### src/pkg/trig_xpoint_regs.svh
// register map, field positions and reset values of the trigger crosspoint
// assumes byte addressing on a 32-bit avalon slave, one register per word
`ifndef TRIG_XPOINT_REGS_SVH
`define TRIG_XPOINT_REGS_SVH

// ============================================================
// register offsets (byte addresses)
`define REG_SHIFT_OFS       8'h00
`define REG_STROBE_OFS      8'h04
`define REG_CTRL_OFS        8'h08
`define REG_STATUS_OFS      8'h0C
`define REG_UPD_CLEAR_OFS   8'h10
`define REG_ROUTE_LO_OFS    8'h14
`define REG_ROUTE_HI_OFS    8'h18
`define REG_DAC0_OFS        8'h1C
`define REG_DAC1_OFS        8'h20

// ============================================================
// control register fields
`define CTRL_PIN2_DRV_BIT   0
`define CTRL_PIN2_RCV_BIT   1
`define CTRL_PIN4_DRV_BIT   2
`define CTRL_PIN4_RCV_BIT   3
`define CTRL_WAVEFORM_GEN_ENABLE_BIT       4
`define CTRL_IRQ_EN_BIT     5
`define CTRL_DMA_EN_BIT     6
`define CTRL_MODE_LSB       7
`define CTRL_WIDTH          10
`define CTRL_RESET          10'h000

// ============================================================
// status register fields
`define STAT_PENDING_BIT    0
`define STAT_OVERRUN_BIT    1

// ============================================================
// routing pattern layout
`define ROUTE_WIDTH         56
`define ROUTE_HALF          28
`define ROUTE_RESET         56'h00000000000000
`define FIELD_OE_BIT        0
`define FIELD_SEL_LSB       1
`define PIN_COUNT           7
`define DAC_WIDTH           12
`define DAC_RESET           12'h000

`endif

### src/pkg/trig_xpoint_pkg.sv
// types used by the trigger crosspoint; its bench does not import them
// assumes nothing beyond a systemverilog compiler
package trig_xpoint_pkg;

    // ============================================================
    // bus answer sequencer, one-hot
    typedef enum logic [1:0] {
        BUS_IDLE = 2'b01,
        BUS_ACK  = 2'b10
    } bus_state_e;

    typedef logic [3:0] pin_field_t;

endpackage : trig_xpoint_pkg

### src/verilog/sync3_agree.sv
// three-stage synchroniser for pin levels
// assumes inputs are asynchronous; a change counts when stage 2 and 3 agree
`timescale 1ns/1ps

module sync3_agree #(
    parameter int          W    = 1,
    parameter logic [W-1:0] INIT = '1
) (
    // clock and reset
    input  wire logic         clk,
    input  wire logic         rst,
    // levels
    input  wire logic [W-1:0] d,
    output logic      [W-1:0] q
);

    logic [W-1:0] s1_ff;
    logic [W-1:0] s2_ff;
    logic [W-1:0] s3_ff;
    logic [W-1:0] q_ff;

    // ============================================================
    // chain; stage 1 feeds only stage 2 to keep metastability contained
    always_ff @(posedge clk) begin
        if (rst) begin
            s1_ff <= INIT;
            s2_ff <= INIT;
            s3_ff <= INIT;
        end else begin
            s1_ff <= d;
            s2_ff <= s1_ff;
            s3_ff <= s2_ff;
        end
    end

    // per bit, take the new level only when the last two stages agree
    always_ff @(posedge clk) begin
        if (rst) begin
            q_ff <= INIT;
        end else begin
            q_ff <= (s2_ff & ~(s2_ff ^ s3_ff)) | (q_ff & (s2_ff ^ s3_ff));
        end
    end

    assign q = q_ff;

endmodule : sync3_agree

### src/verilog/trig_xpoint.sv
// trigger crosspoint switch with converter-update pacing
// assumes board pins and counter outputs are asynchronous to CLK_SYS,
// the dma acknowledge is synchronous, and the bench resolves wire levels
//
// Overview of operation
// - pin4 drive puts counter5 on A4
// - waveform enable: update on trigger fall
// - written values apply at next fall
// - pending flag held until clear write or dma acknowledge
// - irq enable plus mode raises interrupt
// - dma enable plus mode requests dma
// - pin2 drive puts counter2 on A2
// - pin2 receive feeds counter1 gate
// - both pin2 bits: counter2 drives gate
// - pin4 drive bit controls A4 drive
// - pin4 receive feeds update trigger
// - both pin4 bits: counter5 drives trigger
// - board pins carry fixed signals
// - seven bus pins, one per line
// - any side pin reaches any other
// - 56-bit pattern shifted, then strobed
// - low half bus, high half board
// - seven 4-bit fields per half
// - select picks source, enable drives
// - only bit 0 shifts in
// - update while pending sets overrun
// - dma acknowledge clears pending flag
`timescale 1ns/1ps
`include "trig_xpoint_regs.svh"

module trig_xpoint
    import trig_xpoint_pkg::*;
(
    // clock and reset
    input  wire logic                    CLK_SYS,
    input  wire logic                    RESET,
    // avalon-mm slave
    input  wire logic [7:0]              AVS_ADDRESS,
    input  wire logic                    AVS_READ,
    input  wire logic                    AVS_WRITE,
    input  wire logic [31:0]             AVS_WRITEDATA,
    input  wire logic [3:0]              AVS_BYTEENABLE,
    output logic      [31:0]             AVS_READDATA,
    output logic                         AVS_WAITREQUEST,
    // board-side switch pins
    input  wire logic [6:0]              A_IN,
    output logic      [6:0]              A_OUT,
    output logic      [6:0]              A_OE,
    // bus-side switch pins, one per shared trigger line
    input  wire logic [6:0]              B_IN,
    output logic      [6:0]              B_OUT,
    output logic      [6:0]              B_OE,
    // counter chip and connector signals
    input  wire logic                    COUNTER2_OUTPUT,
    input  wire logic                    COUNTER5_OUTPUT,
    input  wire logic                    EXT_UPDATE_IN_N,
    output logic                         COUNTER1_GATE_IN,
    output logic                         UPDATE_TRIGGER_N,
    // converter outputs
    output logic      [`DAC_WIDTH-1:0]   DAC0_OUT,
    output logic      [`DAC_WIDTH-1:0]   DAC1_OUT,
    // host service
    output logic                         IRQ,
    output logic                         DMA_REQ,
    input  wire logic                    DMA_ACK,
    input  wire logic [`DAC_WIDTH-1:0]   DMA_DATA
);

    // ============================================================
    // declarations
    bus_state_e                 state_ff;
    logic                       waitreq_ff;
    logic [31:0]                rdata_ff;
    logic [31:0]                nxt_rdata;
    logic                       acc_wr;
    logic                       lane0;
    logic                       lane1;
    logic [`ROUTE_WIDTH-1:0]    shift_ff;
    logic [`ROUTE_WIDTH-1:0]    route_ff;
    logic [`CTRL_WIDTH-1:0]     ctrl_ff;
    logic                       pending_ff;
    logic                       overrun_ff;
    logic [`DAC_WIDTH-1:0]      hold0_ff;
    logic [`DAC_WIDTH-1:0]      hold1_ff;
    logic [`DAC_WIDTH-1:0]      dac0_ff;
    logic [`DAC_WIDTH-1:0]      dac1_ff;
    logic                       trig_ff;
    logic                       trig_prev_ff;
    logic                       gate_ff;
    logic                       irq_ff;
    logic                       dmareq_ff;
    logic [6:0]                 a_out_ff;
    logic [6:0]                 a_oe_ff;
    logic [6:0]                 b_out_ff;
    logic [6:0]                 b_oe_ff;
    logic [6:0]                 nxt_a_out;
    logic [6:0]                 nxt_a_oe;
    logic [6:0]                 nxt_b_out;
    logic [6:0]                 nxt_b_oe;
    logic [16:0]                sync_q;
    logic [6:0]                 a_lvl;
    logic [6:0]                 b_lvl;
    logic                       cnt2_lvl;
    logic                       cnt5_lvl;
    logic                       ext_upd_lvl;
    logic                       nxt_trig;
    logic                       nxt_gate;
    logic                       trig_fall;
    logic                       upd_clear;
    logic                       mode_on;
    logic                       pin2_drive_enable;
    logic                       pin2_receive_enable;
    logic                       pin4_drive_enable;
    logic                       pin4_receive_enable;
    logic                       waveform_gen_enable;
    logic                       irq_enable;
    logic                       dma_request_enable;

    // ============================================================
    // pin synchronisers; idle level of every line is high
    sync3_agree #(
        .W    (17),
        .INIT (17'h1FFFF)
    ) u_pin_sync (
        .clk (CLK_SYS),
        .rst (RESET),
        .d   ({EXT_UPDATE_IN_N, COUNTER5_OUTPUT, COUNTER2_OUTPUT,
               B_IN, A_IN}),
        .q   (sync_q)
    );

    assign a_lvl       = sync_q[6:0];
    assign b_lvl       = sync_q[13:7];
    assign cnt2_lvl    = sync_q[14];
    assign cnt5_lvl    = sync_q[15];
    assign ext_upd_lvl = sync_q[16];

    // control fields
    assign pin2_drive_enable   = ctrl_ff[`CTRL_PIN2_DRV_BIT];
    assign pin2_receive_enable = ctrl_ff[`CTRL_PIN2_RCV_BIT];
    assign pin4_drive_enable   = ctrl_ff[`CTRL_PIN4_DRV_BIT];
    assign pin4_receive_enable = ctrl_ff[`CTRL_PIN4_RCV_BIT];
    assign waveform_gen_enable = ctrl_ff[`CTRL_WAVEFORM_GEN_ENABLE_BIT];
    assign irq_enable          = ctrl_ff[`CTRL_IRQ_EN_BIT];
    assign dma_request_enable  = ctrl_ff[`CTRL_DMA_EN_BIT];
    assign mode_on = |ctrl_ff[`CTRL_MODE_LSB +: 3];

    // ============================================================
    // bus slave: one wait cycle, then the access commits
    assign acc_wr    = (state_ff == BUS_ACK) && AVS_WRITE;
    assign lane0     = AVS_BYTEENABLE[0];
    assign lane1     = AVS_BYTEENABLE[1];
    assign upd_clear = acc_wr && (AVS_ADDRESS == `REG_UPD_CLEAR_OFS);

    // read mux; unmapped addresses read as zero
    always_comb begin
        nxt_rdata = 32'h00000000;
        case (AVS_ADDRESS)
            `REG_CTRL_OFS: begin
                nxt_rdata[`CTRL_WIDTH-1:0] = ctrl_ff;
            end
            `REG_STATUS_OFS: begin
                nxt_rdata[`STAT_PENDING_BIT] = pending_ff;
                nxt_rdata[`STAT_OVERRUN_BIT] = overrun_ff;
            end
            `REG_ROUTE_LO_OFS: begin
                nxt_rdata[`ROUTE_HALF-1:0] = route_ff[`ROUTE_HALF-1:0];
            end
            `REG_ROUTE_HI_OFS: begin
                nxt_rdata[`ROUTE_HALF-1:0] =
                    route_ff[`ROUTE_WIDTH-1:`ROUTE_HALF];
            end
            `REG_DAC0_OFS: begin
                nxt_rdata[`DAC_WIDTH-1:0] = dac0_ff;
            end
            `REG_DAC1_OFS: begin
                nxt_rdata[`DAC_WIDTH-1:0] = dac1_ff;
            end
            default: begin
                nxt_rdata = 32'h00000000;
            end
        endcase
    end

    // answer sequencer; read data is captured the cycle before release
    always_ff @(posedge CLK_SYS) begin
        if (RESET) begin
            state_ff   <= BUS_IDLE;
            waitreq_ff <= 1'b1;
            rdata_ff   <= 32'h00000000;
        end else begin
            case (state_ff)
                BUS_IDLE: begin
                    if (AVS_READ || AVS_WRITE) begin
                        state_ff   <= BUS_ACK;
                        waitreq_ff <= 1'b0;
                        rdata_ff   <= nxt_rdata;
                    end
                end
                BUS_ACK: begin
                    state_ff   <= BUS_IDLE;
                    waitreq_ff <= 1'b1;
                end
                default: begin
                    state_ff   <= BUS_IDLE;
                    waitreq_ff <= 1'b1;
                end
            endcase
        end
    end

    // ============================================================
    // control register; the low lane holds all but the top mode bits
    always_ff @(posedge CLK_SYS) begin
        if (RESET) begin
            ctrl_ff <= `CTRL_RESET;
        end else if (acc_wr && AVS_ADDRESS == `REG_CTRL_OFS) begin
            if (lane0) begin
                ctrl_ff[7:0] <= AVS_WRITEDATA[7:0];
            end
            if (lane1) begin
                ctrl_ff[9:8] <= AVS_WRITEDATA[9:8];
            end
        end
    end

    // ============================================================
    // routing pattern: shift stage and active stage
    always_ff @(posedge CLK_SYS) begin
        if (RESET) begin
            shift_ff <= `ROUTE_RESET;
        end else if (acc_wr && lane0 && AVS_ADDRESS == `REG_SHIFT_OFS) begin
            shift_ff <= {AVS_WRITEDATA[0], shift_ff[`ROUTE_WIDTH-1:1]};
        end
    end

    // the live routing copies the shift stage only on a strobe write, so a half-shifted
    // pattern cannot glitch the trigger lines
    always_ff @(posedge CLK_SYS) begin
        if (RESET) begin
            route_ff <= `ROUTE_RESET;
        end else if (acc_wr && AVS_ADDRESS == `REG_STROBE_OFS) begin
            route_ff <= shift_ff;
        end
    end

    // ============================================================
    // crosspoint fabric, one field per pin on each side
    genvar gi;
    generate
        for (gi = 0; gi < `PIN_COUNT; gi++) begin : g_pin
            pin_field_t a_fld;
            pin_field_t b_fld;
            logic [7:0] a_src;
            logic [7:0] b_src;
            logic       a_local;
            logic       a_local_en;
            assign a_fld = route_ff[`ROUTE_HALF + 4*gi +: 4];
            assign b_fld = route_ff[4*gi +: 4];
            // any pin selectable; code 7 selects idle high
            assign a_src = {1'b1, b_lvl};
            assign b_src = {1'b1, a_lvl};
            // A2 and A4 also carry counter outputs
            assign a_local_en = ((gi == 2) && pin2_drive_enable) ||
                                ((gi == 4) && pin4_drive_enable);
            assign a_local = (gi == 2) ? cnt2_lvl :
                             (gi == 4) ? cnt5_lvl : 1'b1;
            assign nxt_a_oe[gi]  = a_fld[`FIELD_OE_BIT] | a_local_en;
            assign nxt_a_out[gi] = a_fld[`FIELD_OE_BIT] ?
                a_src[a_fld[3:`FIELD_SEL_LSB]] : a_local;
            assign nxt_b_oe[gi]  = b_fld[`FIELD_OE_BIT];
            assign nxt_b_out[gi] = b_src[b_fld[3:`FIELD_SEL_LSB]];
        end
    endgenerate

    // pin drivers registered so every pin output comes from a flop
    always_ff @(posedge CLK_SYS) begin
        if (RESET) begin
            a_out_ff <= 7'h7F;
            a_oe_ff  <= 7'h00;
            b_out_ff <= 7'h7F;
            b_oe_ff  <= 7'h00;
        end else begin
            a_out_ff <= nxt_a_out;
            a_oe_ff  <= nxt_a_oe;
            b_out_ff <= nxt_b_out;
            b_oe_ff  <= nxt_b_oe;
        end
    end

    // ============================================================
    // receive steering for the dual-use pins
    always_comb begin
        if (!pin2_receive_enable) begin
            nxt_gate = 1'b1;
        end else if (pin2_drive_enable) begin
            nxt_gate = cnt2_lvl;
        end else begin
            nxt_gate = a_lvl[2];
        end
        if (!pin4_receive_enable) begin
            nxt_trig = ext_upd_lvl;
        end else if (pin4_drive_enable) begin
            nxt_trig = cnt5_lvl;
        end else begin
            nxt_trig = a_lvl[4];
        end
    end

    // steering registered; trig_prev gives the falling-edge detect
    always_ff @(posedge CLK_SYS) begin
        if (RESET) begin
            gate_ff      <= 1'b1;
            trig_ff      <= 1'b1;
            trig_prev_ff <= 1'b1;
        end else begin
            gate_ff      <= nxt_gate;
            trig_ff      <= nxt_trig;
            trig_prev_ff <= trig_ff;
        end
    end

    assign trig_fall = trig_prev_ff & ~trig_ff;

    // ============================================================
    // converter holding and output registers
    always_ff @(posedge CLK_SYS) begin
        if (RESET) begin
            hold0_ff <= `DAC_RESET;
            hold1_ff <= `DAC_RESET;
        end else begin
            if (acc_wr && lane0 && lane1 && AVS_ADDRESS == `REG_DAC0_OFS) begin
                hold0_ff <= AVS_WRITEDATA[`DAC_WIDTH-1:0];
            end else if (DMA_ACK && DMA_REQ) begin
                hold0_ff <= DMA_DATA;
            end
            if (acc_wr && lane0 && lane1 && AVS_ADDRESS == `REG_DAC1_OFS) begin
                hold1_ff <= AVS_WRITEDATA[`DAC_WIDTH-1:0];
            end
        end
    end

    // outputs move only on a trigger fall, never on the host write itself
    always_ff @(posedge CLK_SYS) begin
        if (RESET) begin
            dac0_ff <= `DAC_RESET;
            dac1_ff <= `DAC_RESET;
        end else if (trig_fall && waveform_gen_enable) begin
            dac0_ff <= hold0_ff;
            dac1_ff <= hold1_ff;
        end
    end

    // ============================================================
    // pending and overrun flags; a new fall wins over a clear
    always_ff @(posedge CLK_SYS) begin
        if (RESET) begin
            pending_ff <= 1'b0;
        end else if (trig_fall) begin
            pending_ff <= 1'b1;
        end else if (upd_clear || (DMA_ACK && DMA_REQ)) begin
            pending_ff <= 1'b0;
        end
    end

    always_ff @(posedge CLK_SYS) begin
        if (RESET) begin
            overrun_ff <= 1'b0;
        end else if (trig_fall && pending_ff) begin
            overrun_ff <= 1'b1;
        end else if (upd_clear) begin
            overrun_ff <= 1'b0;
        end
    end

    // ============================================================
    // service requests; both need a nonzero mode, per the set-up order
    always_ff @(posedge CLK_SYS) begin
        if (RESET) begin
            irq_ff    <= 1'b0;
            dmareq_ff <= 1'b0;
        end else begin
            irq_ff    <= irq_enable && mode_on && pending_ff &&
                         !upd_clear;
            dmareq_ff <= dma_request_enable && mode_on && pending_ff &&
                         !upd_clear && !(DMA_ACK && dmareq_ff);
        end
    end

    // ============================================================
    // outputs
    assign AVS_READDATA     = rdata_ff;
    assign AVS_WAITREQUEST  = waitreq_ff;
    assign A_OUT            = a_out_ff;
    assign A_OE             = a_oe_ff;
    assign B_OUT            = b_out_ff;
    assign B_OE             = b_oe_ff;
    assign COUNTER1_GATE_IN = gate_ff;
    assign UPDATE_TRIGGER_N = trig_ff;
    assign DAC0_OUT         = dac0_ff;
    assign DAC1_OUT         = dac1_ff;
    assign IRQ              = irq_ff;
    assign DMA_REQ          = dmareq_ff;

endmodule : trig_xpoint
### config.mk
export PLATFORM = sky130hd
export DESIGN_NAME = trig_xpoint
export DESIGN_NICKNAME = d
export VERILOG_FILES = /design/src/pkg/trig_xpoint_pkg.sv /design/src/verilog/sync3_agree.sv /design/src/verilog/trig_xpoint.sv
export VERILOG_INCLUDE_DIRS = /design/src /design/src/pkg
export SDC_FILE = /design/constraint.sdc
export NUM_CORES = 1
export LEC_CHECK = 0
export BUFFER_PORTS_ARGS = -buffer_cell sky130_fd_sc_hd__buf_2
export CORE_MARGIN = 2
export CORE_UTILIZATION = 30
export CTS_CLUSTER_DIAMETER = 150
export CTS_CLUSTER_SIZE = 25
export DETAILED_ROUTE_END_ITERATION = 8
export SKIP_CTS_REPAIR_TIMING = 1
export SLEW_MARGIN = 0
export SYNTH_ARGS = -nofsm -noshare
export SYNTH_HDL_FRONTEND = slang
export SYNTH_SLANG_ARGS = --single-unit
### constraint.sdc
create_clock -name CLK_SYS -period 1.9 [get_ports CLK_SYS]
set_input_delay 0.285 -clock CLK_SYS [delete_from_list [all_inputs] [get_ports CLK_SYS]]
set_output_delay 0.285 -clock CLK_SYS [all_outputs]
set_load 0.01 [all_outputs]
==> run metrics <==
Seq/Total Area, Yosys=0.525; Synth Register Bits=between 300 and 400; Post-synth top cells=303 x dfxtp_1, 294 x nand2_1, 157 x a21oi_1, 81 x nor2_1, 55 x or2_2; Max-Cap Viols=0; # diodes=0; GR Layer Usage met2=0.240; Placement Rows=between 70 and 80; initial cell density of the core=0.306; final WL=roughly 32 mm; average size of a mapped cell=approximately 9 µm²; cell count of the worst hold path=3; Clock Path Buffers=3; GR Overflow Total=0; Cells after Synth=about 1.3k; Yosys warning total=0; Synth top area share=0.525; setup TNS=0 ns; Critical R2R Launch=route_ff[41]; DRC viols=0; Pins Over Slew Limit=0; clock skew=~0.035 ns; die area=0.0401 mm²; arrival time worst endpoint=around 2.0 ns; WHS=roughly 0.050 ns; most frequent cell after synthesis=dfxtp_1; vias in the first global route=~8.5k; worst hold start=AVS_WRITEDATA[10]; Die Y=~200 µm; Hold Violations, Final=0; sw frac=0.226; Pwr Density=around 790 mW/mm²; largest net degree at the start of global routing=57; P_int=just over 8 mW; maximum VDD drop=between 0.7 and 0.8 mV; post-synthesis async set-or-reset flop share=0; fmax=607 MHz; Hold EP=hold1_ff[10]; Root Buffer=clkbuf_16; Reg power frac=0.605; Buffers on Ports=140; drt wl/cell=roughly 17 µm; clock share of power=0.347; CTS H-tree lvls=1; DPL Wire Length=about 23 mm; routability cong.=0.874; Hold Crit Class=in -> reg; reg2reg setup slack=0.25 ns; RSZ-0062 raised after global routing=no; drt pass-1 iters=6; Global Route Usage Sum=0.152; status=finished clean; global routing met1 resource utilization=0.220; Most used DFF post-synth=dfxtp_1; layout cells sized above 1=0.209; CORE AREA=between 0.03 and 0.04 mm²; Clk Latency, worst-skew pair=0.52 ns; Num CTS Buffers=16; fin nets=1487; Pleak=just under 5 nW; Critical Path End Type=flop; DR vias=slightly above 9k; Critical Path RT=between 2 and 2.5 ns; initial DRC count=~750; largest cells by area after synthesis=dfxtp_1 53%, nand2_1 9.6%, a21oi_1 6.8%; global-route wire length before repair=about 50 mm; largest area contributor in the netlist=dfxtp_1; Core Util, Final=0.360; Unique masters post-synth=approximately 50; Area growth syn-to-layout=17.8%; area of the mapped netlist=approximately 0.012 mm²; CP max FO=5; RR Endpoint=A_OUT[3]; die width=200 µm; GR met3 Demand/Resource=0.0203; post-route minimum period=1.65 ns; GRT busiest layer=met2; final setup vio count=0; Period Utilization, post-route=0.867; initial antenna violation count=0; Ports=between 150 and 200; antenna-violating nets left=0; combinational share of power=0.048; Post-synth EDFFs=0; worst rel slew slack=0.617; cell count of the worst reg-to-reg path=3; startpoint types=flop; sw power=about 2.4 mW; Via density=4.87; Slew @ Worst Pin=about 0.57 ns; WS Path Type=reg -> reg; CTS tree=built; CTS clk-pin slew, worst paths=approximately 0.10 ns; clk sinks=between 300 and 400
## flip-flops by register name, indices dropped and copies added, names as in the netlist, 2 cells and up, named ones only
name	cells
AVS_READDATA	28
A_OE	7
A_OUT	7
B_OE	7
B_OUT	7
DAC0_OUT	12
DAC1_OUT	12
ctrl_ff	10
hold0_ff	12
hold1_ff	12
route_ff	56
shift_ff	56
state_ff	2
u_pin_sync.s1_ff	17
u_pin_sync.s2_ff	17
u_pin_sync.s3_ff	17
## power by group through the flow
| stage | Combinational (mW) | Clock, mW | Sequential [mW] |
|---|---|---|---|
| 6_report | 0.510 | 3.71 | 6.46 |
| 5_1_grt | 0.551 | 4.06 | 6.48 |
| 4_1_cts | 0.483 | 3.83 | 6.46 |
| 3_5_place_dp | 0.481 | 0 | 6.61 |
| 3_3_place_gp | 0.476 | 0 | 6.61 |
| 2_1_floorplan | 0.252 | 0 | 6.60 |
## worst max-delay path, cell delays in order, from the launching register on
cell and delay (ns):
dfxtp_1 0.46, mux4_2 0.52, mux2i_1 0.41, nand2_1 0.10
## cell type report
| cell class | instances | area (µm²) |
|---|---|---|
| inverters | 3 | 11.3 |
| clock inverters | 1 | 30.0 |
| flip-flops and latches | 303 | 6070 |
| well taps | 511 | 639 |
| fillers | 3812 | 24100 |
| clock buffers | 17 | 425 |
| multi-input cells | 882 | 5090 |
| repair buffers | 203 | 1350 |
## logic make-up after synthesis
logic type             count (synthesis)  synth area share
muxes                                 69            0.0763
DFF                                  303             0.525
and+or+nand+nor                      512             0.200
other                                  1          0.000325
AOI/OAI and AO/OA                    297             0.161
buffers and inverters                 94            0.0371
## placed cells by master, fill, tap and decap left out, types with 7 or more instances in the layout
cell / synthesis / routed
dfxtp_1: 303 / 303
nand2_1: 294 / 294
a21oi_1: 157 / 157
buf_2: 21 / 139
nor2_1: 81 / 81
or2_2: 55 / 55
mux2i_1: 43 / 43
buf_4: 11 / 36
o21ai_0: 26 / 26
nor2b_1: 22 / 22
a22oi_1: 21 / 21
o21bai_1: 17 / 17
clkbuf_16: 0 / 17
dlygate4sd3_1: 0 / 17
nand3_1: 18 / 16
a2bb2oi_1: 16 / 16
nor3_1: 14 / 14
mux4_2: 14 / 14
mux2_2: 12 / 12
a311oi_1: 12 / 12
a22o_1: 12 / 12
a211oi_1: 10 / 10
buf_12: 0 / 10
a222oi_1: 8 / 8
a211o_1: 7 / 7
## metrics by stage
| step | setup WS, ns | total power, mW | cell area, µm² | instances |
|---|---|---|---|---|
| 6_report | 0.253 | 10.7 | 13600 | 1920 |
| 5_1_grt | 0.170 | 11.1 | 13600 | 1920 |
| 4_1_cts | 0.284 | 10.8 | 13400 | 1903 |
| 3_5_place_dp | 0.00641 | 7.09 | 13000 | 1885 |
| 3_3_place_gp | 0.0479 | 7.08 | 13000 | 1885 |
| 2_1_floorplan | 0.259 | 6.86 | 11600 | 1279 |
## routing by layer
metal	wire, µm	part of all wire
met3	1610	0.051
met1	15300	0.48
met4	666	0.021
met5	0	0
met2	14300	0.45
## worst max-delay path by stage
stage                         startpoint              end  slack, ns  depth (start not counted)
after floorplan           AVS_ADDRESS[3]     route_ff[15]       0.26                          8
after global placement    AVS_ADDRESS[2]  AVS_READDATA[2]       0.05                          5
after detailed placement  AVS_ADDRESS[2]  AVS_READDATA[8]      0.006                          5
after CTS                    state_ff[0]      hold0_ff[9]       0.28                          4
after global routing         state_ff[0]      hold0_ff[7]       0.17                          4
final                       route_ff[41]         A_OUT[3]       0.25                          3
Power figures use the tool's default switching activity.
